### src/pkg/cell_balance_pkg.sv
`default_nettype none
package cell_balance_pkg;

   // Core clock and the base tick of the balancing logic
   localparam int CLK_FREQ_MHZ    = 100;     // Core clock rate
   localparam int TICK_TIME_US    = 62500;   // 62.5 ms channel stagger
   localparam int TICK_CYCLES_DEF = TICK_TIME_US * CLK_FREQ_MHZ;

   // Periods counted in base ticks
   localparam int SECOND_US       = 1000000; // One second
   localparam int PWM_PERIOD_S    = 30;      // PWM period
   localparam int WDT_TIME_S      = 2;       // Watchdog window
   localparam int TICKS_PER_S     = SECOND_US / TICK_TIME_US;
   localparam int PERIOD_TICKS    = PWM_PERIOD_S * TICKS_PER_S;
   localparam int HALF_TICKS      = PERIOD_TICKS / 2;
   // Longest on-window; two ticks short of half keeps neighbours apart
   localparam logic [8:0] ON_MAX_TICKS = 9'(HALF_TICKS - 2);
   localparam logic [5:0] WDT_TICKS = 6'(WDT_TIME_S * TICKS_PER_S);
   localparam logic [3:0] SEC_LAST  = 4'(TICKS_PER_S - 1);
   localparam logic [8:0] PHASE_LAST = 9'(PERIOD_TICKS - 1);

   // Register byte offsets on the bus
   localparam logic [7:0] ADDR_CFG_A  = 8'h00; // Config bytes 0..3
   localparam logic [7:0] ADDR_CFG_B  = 8'h04; // Config bytes 4..5
   localparam logic [7:0] ADDR_PWM    = 8'h08; // Six 4-bit duty settings
   localparam logic [7:0] ADDR_BRIDGE_REGISTER_A_L = 8'h0c; // Bridge bytes 0..3
   localparam logic [7:0] ADDR_BRIDGE_REGISTER_A_H = 8'h10; // Bridge bytes 4..5
   localparam logic [7:0] ADDR_STATUS = 8'h14; // Flags, write 1 to clear all but the watchdog flag
   localparam logic [7:0] ADDR_PING   = 8'h18; // Plain valid command

   // Field positions
   localparam int DCC_BYTE   = 4;  // Discharge control bits 5..0
   localparam int CTL_BYTE   = 5;  // Monitor enable and timeout code
   localparam int MON_EN_BIT = 3;  // Timer monitor enable
   localparam int DISCHARGE_TIMEOUT_SETTING_LSB   = 4;  // Timeout code in bits 7..4
   localparam int ST_OV_LSB  = 8;  // Overvoltage flags in status
   localparam int ST_RED_BIT = 16; // Redundancy failure flag
   localparam int ST_WDT_BIT = 17; // Watchdog expired
   localparam int ST_ST_LSB  = 18; // Balancing state

   // Reset values
   localparam logic [47:0] BRIDGE_REGISTER_A_RESET = 48'hffff_ffff_ffff;

   // Balancing states, Gray along standby, direct, extended, sleep
   typedef enum logic [1:0] {
      ST_STANDBY  = 2'b00,
      ST_ACTIVE   = 2'b01,
      ST_EXTENDED = 2'b11,
      ST_SLEEP    = 2'b10
   } bal_state_t;

   // Result of one monitor conversion
   typedef struct packed {
      logic [5:0] uv;       // Undervoltage per cell
      logic [5:0] ov;       // Overvoltage per cell
      logic       red_fail; // Redundancy check failed
   } mon_result_t;

   // Whole state of the controller
   typedef struct packed {
      bal_state_t       st;
      logic [5:0][7:0]  cfg;
      logic [5:0][3:0]  duty;
      logic [47:0]      bridge_register_a;
      logic [5:0]       uv_flag;
      logic [5:0]       ov_flag;
      logic             red_flag;
      logic [5:0]       wdt_cnt;
      logic             wdt_flag;
      logic [12:0]      remain;
      logic [31:0]      tick_cnt;
      logic [8:0]       phase;
      logic             conv_busy;
      logic             conv_start;
      logic [5:0]       sw;
      logic             hready;
      logic [31:0]      hrdata;
      logic             a_wr;
      logic             a_rd;
      logic [7:0]       a_addr;
   } ctrl_state_t;

   localparam ctrl_state_t CTRL_RESET = '{
      st: ST_STANDBY, cfg: '0, duty: '0, bridge_register_a: BRIDGE_REGISTER_A_RESET,
      uv_flag: '0, ov_flag: '0, red_flag: 1'b0, wdt_cnt: '0,
      wdt_flag: 1'b0, remain: '0, tick_cnt: '0, phase: '0,
      conv_busy: 1'b0, conv_start: 1'b0, sw: '0, hready: 1'b1,
      hrdata: '0, a_wr: 1'b0, a_rd: 1'b0, a_addr: '0};

   // Timeout code to seconds
   function automatic logic [12:0] discharge_timeout_setting_seconds(input logic [3:0] code);
      case (code)
         4'h1:    discharge_timeout_setting_seconds = 13'd30;
         4'h2:    discharge_timeout_setting_seconds = 13'd60;
         4'h3:    discharge_timeout_setting_seconds = 13'd120;
         4'h4:    discharge_timeout_setting_seconds = 13'd180;
         4'h5:    discharge_timeout_setting_seconds = 13'd240;
         4'h6:    discharge_timeout_setting_seconds = 13'd300;
         4'h7:    discharge_timeout_setting_seconds = 13'd600;
         4'h8:    discharge_timeout_setting_seconds = 13'd900;
         4'h9:    discharge_timeout_setting_seconds = 13'd1200;
         4'ha:    discharge_timeout_setting_seconds = 13'd1800;
         4'hb:    discharge_timeout_setting_seconds = 13'd2400;
         4'hc:    discharge_timeout_setting_seconds = 13'd3600;
         4'hd:    discharge_timeout_setting_seconds = 13'd4500;
         4'he:    discharge_timeout_setting_seconds = 13'd5400;
         4'hf:    discharge_timeout_setting_seconds = 13'd7200;
         default: discharge_timeout_setting_seconds = 13'd0;
      endcase
   endfunction : discharge_timeout_setting_seconds

endpackage : cell_balance_pkg
`default_nettype wire

### src/rtl/cell_balance_pwm_reset_ctrl.sv
// Local design decisions: the placing of the registers and register access over AHB-Lite.
`timescale 1ns/1ns
`default_nettype none
module cell_balance_pwm_reset_ctrl
   import cell_balance_pkg::*;
#(
   parameter int TICK_CYCLES = TICK_CYCLES_DEF // Cycles per 62.5 ms tick
)(
   input  wire logic        sys_clk_i,
   input  wire logic        reset_n_i,
   input  wire logic        hsel_i,
   input  wire logic [31:0] haddr_i,
   input  wire logic [1:0]  htrans_i,
   input  wire logic        hwrite_i,
   input  wire logic [2:0]  hsize_i,
   input  wire logic [31:0] hwdata_i,
   input  wire logic        hready_i,
   output logic      [31:0] hrdata_o,
   output logic             hreadyout_o,
   output logic             hresp_o,
   input  wire logic        discharge_timer_enable_pin_i,
   input  wire logic        thermal_shutdown_i,
   input  wire logic        conv_done_i,
   input  wire mon_result_t mon_result_i,
   output logic      [5:0]  balance_switch_o,
   output logic      [1:0]  bal_state_o,
   output logic             watchdog_expired_o,
   output logic             conv_start_o
);

   ctrl_state_t q;          // Registered state
   ctrl_state_t next_q;     // Next state
   logic        tick;       // 62.5 ms tick
   logic        sec_tick;   // One-second tick
   logic        timer_run;  // Discharge timer counting
   logic        mon_en;     // Timer monitor enable
   logic        wdt_fire;   // Watchdog expiry event
   logic        cmd;        // Valid command this cycle
   logic        cfg_wr;     // Config write this cycle
   logic [3:0]  discharge_timeout_setting;       // Timeout code of next config

   // Position of a channel inside its 30 s period
   function automatic logic [8:0] pwm_pos(input logic [8:0] ph,
                                          input int ch);
      logic [9:0] off;
      off = 10'(ch) + ((ch % 2 == 1) ? 10'(HALF_TICKS) : 10'd0);
      if ({1'b0, ph} >= off)
         pwm_pos = 9'({1'b0, ph} - off);
      else
         pwm_pos = 9'({1'b0, ph} + 10'(PERIOD_TICKS) - off);
   endfunction : pwm_pos

   // Time-left code shown when the timeout code is read
   function automatic logic [3:0] discharge_timeout_setting_code(input logic [12:0] rem);
      discharge_timeout_setting_code = 4'h0;
      for (int c = 15; c >= 1; c--)
      begin
         if (rem != 13'd0 && rem <= discharge_timeout_setting_seconds(4'(c)))
            discharge_timeout_setting_code = 4'(c);
      end
   endfunction : discharge_timeout_setting_code

   // Reset all that a sleep entry clears
   function automatic ctrl_state_t go_sleep(input ctrl_state_t s);
      go_sleep           = s;
      go_sleep.st        = ST_SLEEP;
      go_sleep.cfg       = '0;
      go_sleep.duty      = '0;
      go_sleep.bridge_register_a      = BRIDGE_REGISTER_A_RESET;
      go_sleep.remain    = '0;
      go_sleep.conv_busy = 1'b0;
   endfunction : go_sleep

   assign mon_en    = q.cfg[CTL_BYTE][MON_EN_BIT];
   assign timer_run = discharge_timer_enable_pin_i && (q.remain != 13'd0);

   // Next-state logic
   always_comb
   begin
      next_q            = q;
      next_q.conv_start = 1'b0;
      next_q.a_wr       = 1'b0;
      next_q.a_rd       = 1'b0;
      next_q.hready     = 1'b1;
      cmd               = 1'b0;
      cfg_wr            = 1'b0;
      discharge_timeout_setting              = 4'h0;
      // Base tick and one-second tick
      tick     = (q.tick_cnt == 32'(TICK_CYCLES - 1));
      sec_tick = tick && (q.phase[3:0] == SEC_LAST);
      next_q.tick_cnt = tick ? 32'd0 : q.tick_cnt + 32'd1;
      if (tick)
         next_q.phase = (q.phase == PHASE_LAST) ? 9'd0 : q.phase + 9'd1;

      // Watchdog saturates one past its window
      wdt_fire = tick && (q.wdt_cnt == WDT_TICKS) &&
                 (q.st == ST_ACTIVE || q.st == ST_STANDBY);
      if (tick && q.wdt_cnt <= WDT_TICKS)
         next_q.wdt_cnt = q.wdt_cnt + 6'd1;
      if (wdt_fire)
      begin
         if (timer_run)
         begin
            next_q.st     = ST_EXTENDED;
            next_q.cfg[0] = 8'h00;
            if (!mon_en)
               next_q.cfg[3:1] = '0;
            next_q.bridge_register_a   = BRIDGE_REGISTER_A_RESET;
         end
         else
            next_q = go_sleep(next_q);
      end

      // Discharge timer counts whole seconds down
      if (sec_tick && timer_run)
      begin
         next_q.remain = q.remain - 13'd1;
         if (q.remain == 13'd1)
         begin
            if (q.wdt_cnt > WDT_TICKS)
               next_q = go_sleep(next_q);
            else
            begin
               next_q.duty = '0;
               next_q.cfg[DCC_BYTE] = 8'h00;
               next_q.cfg[CTL_BYTE] = 8'h00;
               if (mon_en)
                  next_q.cfg[3:1] = '0;
            end
         end
      end

      // Thermal shutdown
      if (thermal_shutdown_i)
      begin
         next_q.cfg    = '0;
         next_q.bridge_register_a   = BRIDGE_REGISTER_A_RESET;
         next_q.remain = '0;
      end

      // Bus write commits in its data phase
      if (q.a_wr)
      begin
         cmd = 1'b1;
         case (q.a_addr)
            ADDR_CFG_A:
            begin
               next_q.cfg[3:0] = hwdata_i;
               cfg_wr = 1'b1;
            end
            ADDR_CFG_B:
            begin
               next_q.cfg[5:4] = hwdata_i[15:0];
               cfg_wr = 1'b1;
            end
            ADDR_PWM:    next_q.duty = hwdata_i[23:0];
            ADDR_BRIDGE_REGISTER_A_L: next_q.bridge_register_a[31:0] = hwdata_i;
            ADDR_BRIDGE_REGISTER_A_H: next_q.bridge_register_a[47:32] = hwdata_i[15:0];
            ADDR_STATUS:
            begin
               next_q.uv_flag  = q.uv_flag & ~hwdata_i[5:0];
               next_q.ov_flag  = q.ov_flag & ~hwdata_i[ST_OV_LSB +: 6];
               next_q.red_flag = q.red_flag & ~hwdata_i[ST_RED_BIT];
            end
            ADDR_PING:   cmd = 1'b1;
            default:     cmd = 1'b0;
         endcase
      end
      // A valid command restarts the watchdog and wakes the block
      if (cmd)
      begin
         next_q.wdt_cnt = '0;
         next_q.st      = ST_ACTIVE;
      end
      // Only a config write reloads the discharge timer
      if (cfg_wr)
      begin
         discharge_timeout_setting = next_q.cfg[CTL_BYTE][DISCHARGE_TIMEOUT_SETTING_LSB +: 4];
         if (discharge_timer_enable_pin_i && discharge_timeout_setting != 4'h0)
            next_q.remain = discharge_timeout_setting_seconds(discharge_timeout_setting);
         else
            next_q.remain = '0;
      end
      next_q.wdt_flag = (next_q.wdt_cnt > WDT_TICKS);

      // Monitor start once per period while balancing by PWM with the monitor enabled
      if (q.st == ST_EXTENDED && mon_en && tick &&
          q.phase == PHASE_LAST && !q.conv_busy)
      begin
         next_q.conv_start = 1'b1;
         next_q.conv_busy  = 1'b1;
      end
      // Monitor result; flag sets win over a clear
      if (conv_done_i && q.conv_busy)
      begin
         next_q.conv_busy = 1'b0;
         next_q.uv_flag   = next_q.uv_flag | mon_result_i.uv;
         next_q.ov_flag   = next_q.ov_flag | mon_result_i.ov;
         for (int i = 0; i < 6; i++)
         begin
            if (mon_result_i.uv[i])
               next_q.duty[i] = 4'h0;
         end
         if (mon_result_i.red_fail)
         begin
            next_q.red_flag = 1'b1;
            next_q.duty     = '0;
            next_q.remain   = '0;
         end
      end

      // Switch drive
      for (int i = 0; i < 6; i++)
      begin
         case (q.st)
            ST_ACTIVE, ST_STANDBY:
               next_q.sw[i] = q.cfg[DCC_BYTE][i];
            // Full setting trimmed so adjacent windows never touch
            ST_EXTENDED:
               next_q.sw[i] = q.cfg[DCC_BYTE][i] &&
                  discharge_timer_enable_pin_i &&
                  (pwm_pos(q.phase, i) < {1'b0, q.duty[i], 4'h0}) &&
                  (pwm_pos(q.phase, i) < ON_MAX_TICKS);
            default:
               next_q.sw[i] = 1'b0;
         endcase
      end

      // Bus address phase; reads take one wait state
      if (hsel_i && htrans_i[1] && hready_i)
      begin
         next_q.a_addr = haddr_i[7:0];
         next_q.a_wr   = hwrite_i;
         next_q.a_rd   = !hwrite_i;
         next_q.hready = hwrite_i;
      end
      if (q.a_rd)
      begin
         case (q.a_addr)
            ADDR_CFG_A:  next_q.hrdata = q.cfg[3:0];
            ADDR_CFG_B:  next_q.hrdata = {16'h0000,
                            discharge_timeout_setting_code(timer_run ? q.remain : 13'd0),
                            q.cfg[CTL_BYTE][DISCHARGE_TIMEOUT_SETTING_LSB-1:0],
                            q.cfg[DCC_BYTE]};
            ADDR_PWM:    next_q.hrdata = {8'h00, q.duty};
            ADDR_BRIDGE_REGISTER_A_L: next_q.hrdata = q.bridge_register_a[31:0];
            ADDR_BRIDGE_REGISTER_A_H: next_q.hrdata = {16'h0000, q.bridge_register_a[47:32]};
            ADDR_STATUS: next_q.hrdata = {12'h000, q.st, q.wdt_flag,
                            q.red_flag, 2'b00, q.ov_flag, 2'b00,
                            q.uv_flag};
            default:     next_q.hrdata = 32'h0000_0000;
         endcase
      end
   end

   // State register
   always_ff @(posedge sys_clk_i)
   begin
      if (!reset_n_i)
         q <= CTRL_RESET;
      else
         q <= next_q;
   end

   // Outputs straight from the state register, hresp_o tied low
   assign hrdata_o           = q.hrdata;
   assign hreadyout_o        = q.hready;
   assign hresp_o            = 1'b0;
   assign balance_switch_o   = q.sw;
   assign bal_state_o        = q.st;
   assign watchdog_expired_o = q.wdt_flag;
   assign conv_start_o       = q.conv_start;
endmodule : cell_balance_pwm_reset_ctrl
`default_nettype wire

### config.mk
export PLATFORM = sky130hd
export DESIGN_NAME = cell_balance_pwm_reset_ctrl
export DESIGN_NICKNAME = d
export VERILOG_FILES = /design/src/pkg/cell_balance_pkg.sv /design/src/rtl/cell_balance_pwm_reset_ctrl.sv
export SDC_FILE = /design/constraint.sdc
export NUM_CORES = 1
export LEC_CHECK = 0
export BUFFER_PORTS_ARGS = -buffer_cell sky130_fd_sc_hd__buf_2
export CAP_MARGIN = 0
export CORE_MARGIN = 8
export CORE_UTILIZATION = 49
export CTS_BUF_LIST = sky130_fd_sc_hd__clkbuf_2
export DETAILED_ROUTE_END_ITERATION = 6
export GPL_TIMING_DRIVEN = 0
export PLACE_DENSITY = 0.67
export SLEW_MARGIN = 20
export SYNTH_ARGS = -nofsm -noshare
export SYNTH_HDL_FRONTEND = slang
export SYNTH_SLANG_ARGS = --single-unit
export TNS_END_PERCENT = 50
### constraint.sdc
create_clock -name sys_clk_i -period 4.27 [get_ports sys_clk_i]
set_clock_uncertainty 0.15 [all_clocks]
set_input_delay 0.854 -clock sys_clk_i [delete_from_list [all_inputs] [get_ports sys_clk_i]]
set_output_delay 0.854 -clock sys_clk_i [all_outputs]
set_load 0.1 [all_outputs]
==> impl_metrics.toml <==
[drt]
routed_wl_mm = 49.7
vias = 14300
first_iter_violations = 1647
drcViolationCount = 0
routedWlPerCell_um = 21.3
avgViaCountPerCell = 6.11
dr.pass1.iters = 6
ant_nets = 0

[critical_path]
ff2ff_path_depth = 13
reg2reg_slack_ns = 0.17
critPathLaunchType = "flop"
crit_end = "q[98]"
rr_endpoint = "q[98]"
crit_path_start = "q[92]"
critPathKind = "reg2reg"
worstPathArrival_ns = 4.67
cp.required_ns = 4.85
r2r-start = "q[92]"
worstSetupEndpointType = "flop"
worstPathMaxFanout = 8

[logic_synthesis]
synth_seq_area_share_pct = 36.1
synthTopCellsByCount = "dfxtp_1, nor2_1, nand2_1, o21ai_0, a21oi_1"
syn_area_um2 = 13700
synth_cell_types = 89
yosysTopAreaCell = "dfxtp_1"
yosys-top-cells-area = "dfxtp_1, nor2_1, nand2_1"
synth_warnings = 0
synth-main-ff-cell = "dfxtp_1"
synth-seq-cells = 247
syn_nets = 1855
synth.most_common_cell = "dfxtp_1"
synthCells = 1725
synth_top_area_share_pct = 36.1
syn_area_per_cell_um2 = 7.94
async_flop_share_pct = 0
synth-edff-count = 0

[floorplan]
num_rows = 61
initial_core_util_pct = 49.6
die_area_um2 = 33600
io_pins = 134
fp.dieH_um = 183
core_um2 = 27600
die_x_um = 183

[placement]
gp_congestion = 0.959
dp_hpwl_mm = 36.3
port_buffers = 103

[cells_and_area]
finish.utilization_pct = 55.9
final_nets = 2033
syn_to_final_growth_pct = 12.6
fillCellCount = 2718
drive_gt1_share_pct = 16.7

[sta]
rsz0062_at_grt = "yes"
setup-tns-final_ns = 0
setup_viol = 0
worst_pin_slew_ns = 1.19
period_needed_ns = 4.10
max_freq_mhz = 244
final-hold-violation-count = 0
final_max_slew_viol_count = 0
slew-limit-headroom_pct = 20.2
fin_crit_sh_pct = 96.0

[global_route]
antenna_found_initial = 1
grt_max_degree = 13
grt_overflow = 0
grtUsageTotal_pct = 28.7
grt_pass1_wl_mm = 76.6
grt_pass1_vias = 13400

[clock_tree]
tritoncts = "yes"
post_cts.repair.setup_buffers = 0
cts.clk_slew.worst_paths_ns = 0.10
cts.sinks = 247
clock_path_buffers = 3
clk-insertion-delay-late_ns = 0.90
clockRootBuffer = "clkbuf_2"
cts_buffers = 71
htreeDepth = 3

[pwr]
p_leak_nw = 5.76
ir_drop_v = 0.000194
p_per_area_nw_per_um2 = 292

[run]
max-cap-violations = 0

[outcome]
status = "complete, no violations"

[worst_hold_path]
worstHoldStart = "mon_result_i[1]"
min_path_type = "in2reg"
## flip-flops by register name (all words and copies together) (netlist names)
name / count
watchdog_expired_o: 1
conv_start_o: 1
hrdata_o: 32
bal_state_o: 2
hreadyout_o: 1
q: 203
balance_switch_o: 6
mon_en: 1
## metrics by stage
step                cells  setup slack [ns]  total power, W  hold WS, ns  area, um2
CTS                  2333             0.161         0.00452       0.0212      15400
finish               2334             0.171         0.00451       0.0471      15400
detailed placement   2208           -0.0199         0.00266        0.292      14700
global placement     2206            0.0501         0.00266        0.285      14700
global route         2334           -0.0387         0.00466       0.0187      15400
floorplan            1725             0.932         0.00252        0.274      13700
## worst min path at each step
stage                                endpoint  slack [ns]  cells after the start
after floorplan           balance_switch_o[0]        0.27                      2
after global placement                 q[210]        0.28                      2
after detailed placement               q[210]        0.29                      2
after CTS                              q[113]        0.02                      3
after global routing                   q[228]        0.02                      2
final                                  q[113]        0.05                      3
## cell families after synthesis
family / Yosys count / synth area share [%]
AND/OR/NAND/NOR: 686 / 24.6
AO/OA/AOI/OAI: 429 / 21.0
flip-flops: 247 / 36.1
buffers and inverters: 213 / 7.22
XOR/XNOR: 74 / 4.73
adder cells (fa/ha/maj): 40 / 3.65
multiplexers: 35 / 2.64
other: 1 / 0.0274
## routing by layer
metal	GRT usage, %	vias to the layer above	part of all wire, %
met1	37.8	6715	42
met2	44.7	823	44
met5	0	-	0
met4	13.7	0	4.4
met3	5.48	137	9.2
li1	-	6595	-
## cells in the final DEF (no fill, tap or decap), types with 26 or more instances in the layout
cell,n
inv_1,49
o21ai_0,110
a32oi_1,26
clkbuf_1,93
buf_4,45
a22oi_1,26
nand3_1,67
ha_1,40
nand4_1,31
nand2_1,168
buf_2,120
nor3_1,64
nor2_1,205
a21oi_1,97
xnor2_1,50
dfxtp_1,247
mux2i_1,26
clkbuf_2,107
## worst max-delay path, stage by stage, from the launching register on
cell,delay (ns)
dfxtp_1,0.32
clkbuf_1,0.19
inv_1,0.10
ha_1,0.37
or3b_2,0.54
o41ai_4,0.56
nand2_2,0.18
o211ai_1,0.24
nand2_1,0.23
inv_1,0.20
ha_1,0.34
nand4_1,0.17
a32oi_1,0.29
o22ai_1,0.11
## area by class of cell
cell class	instances	area, um2	area share [%]
Multi-Input combinational cell	1265	7810	50.6
Tap cell	378	473	3.06
Clock buffer	104	520	3.37
Clock inverter	21	159	1.03
Inverter	51	191	1.24
Timing Repair Buffer	105	531	3.44
Sequential cell	247	4940	32.0
Antenna cell	1	2.50	0.0162
Buffer	162	802	5.20
## timing repair
| action | CTS | global route |
|---|---|---|
| hold buffers | 0 | 0 |
| setup endpoints to repair | 1 | 4 |
| resized for setup | 1 | 7 |
| endpoints found under the hold margin | 0 | 0 |
## report_power, final
part / leakage, nW / internal [W] / switching [W] / total (W)
Sequential: 1.99 / 0.00231 / 0.00000723 / 0.00232
Clock: 0.504 / 0.000785 / 0.00111 / 0.00189
Combinational: 3.26 / 0.0000700 / 0.000228 / 0.000298
(Power assumes the default switching activity.)
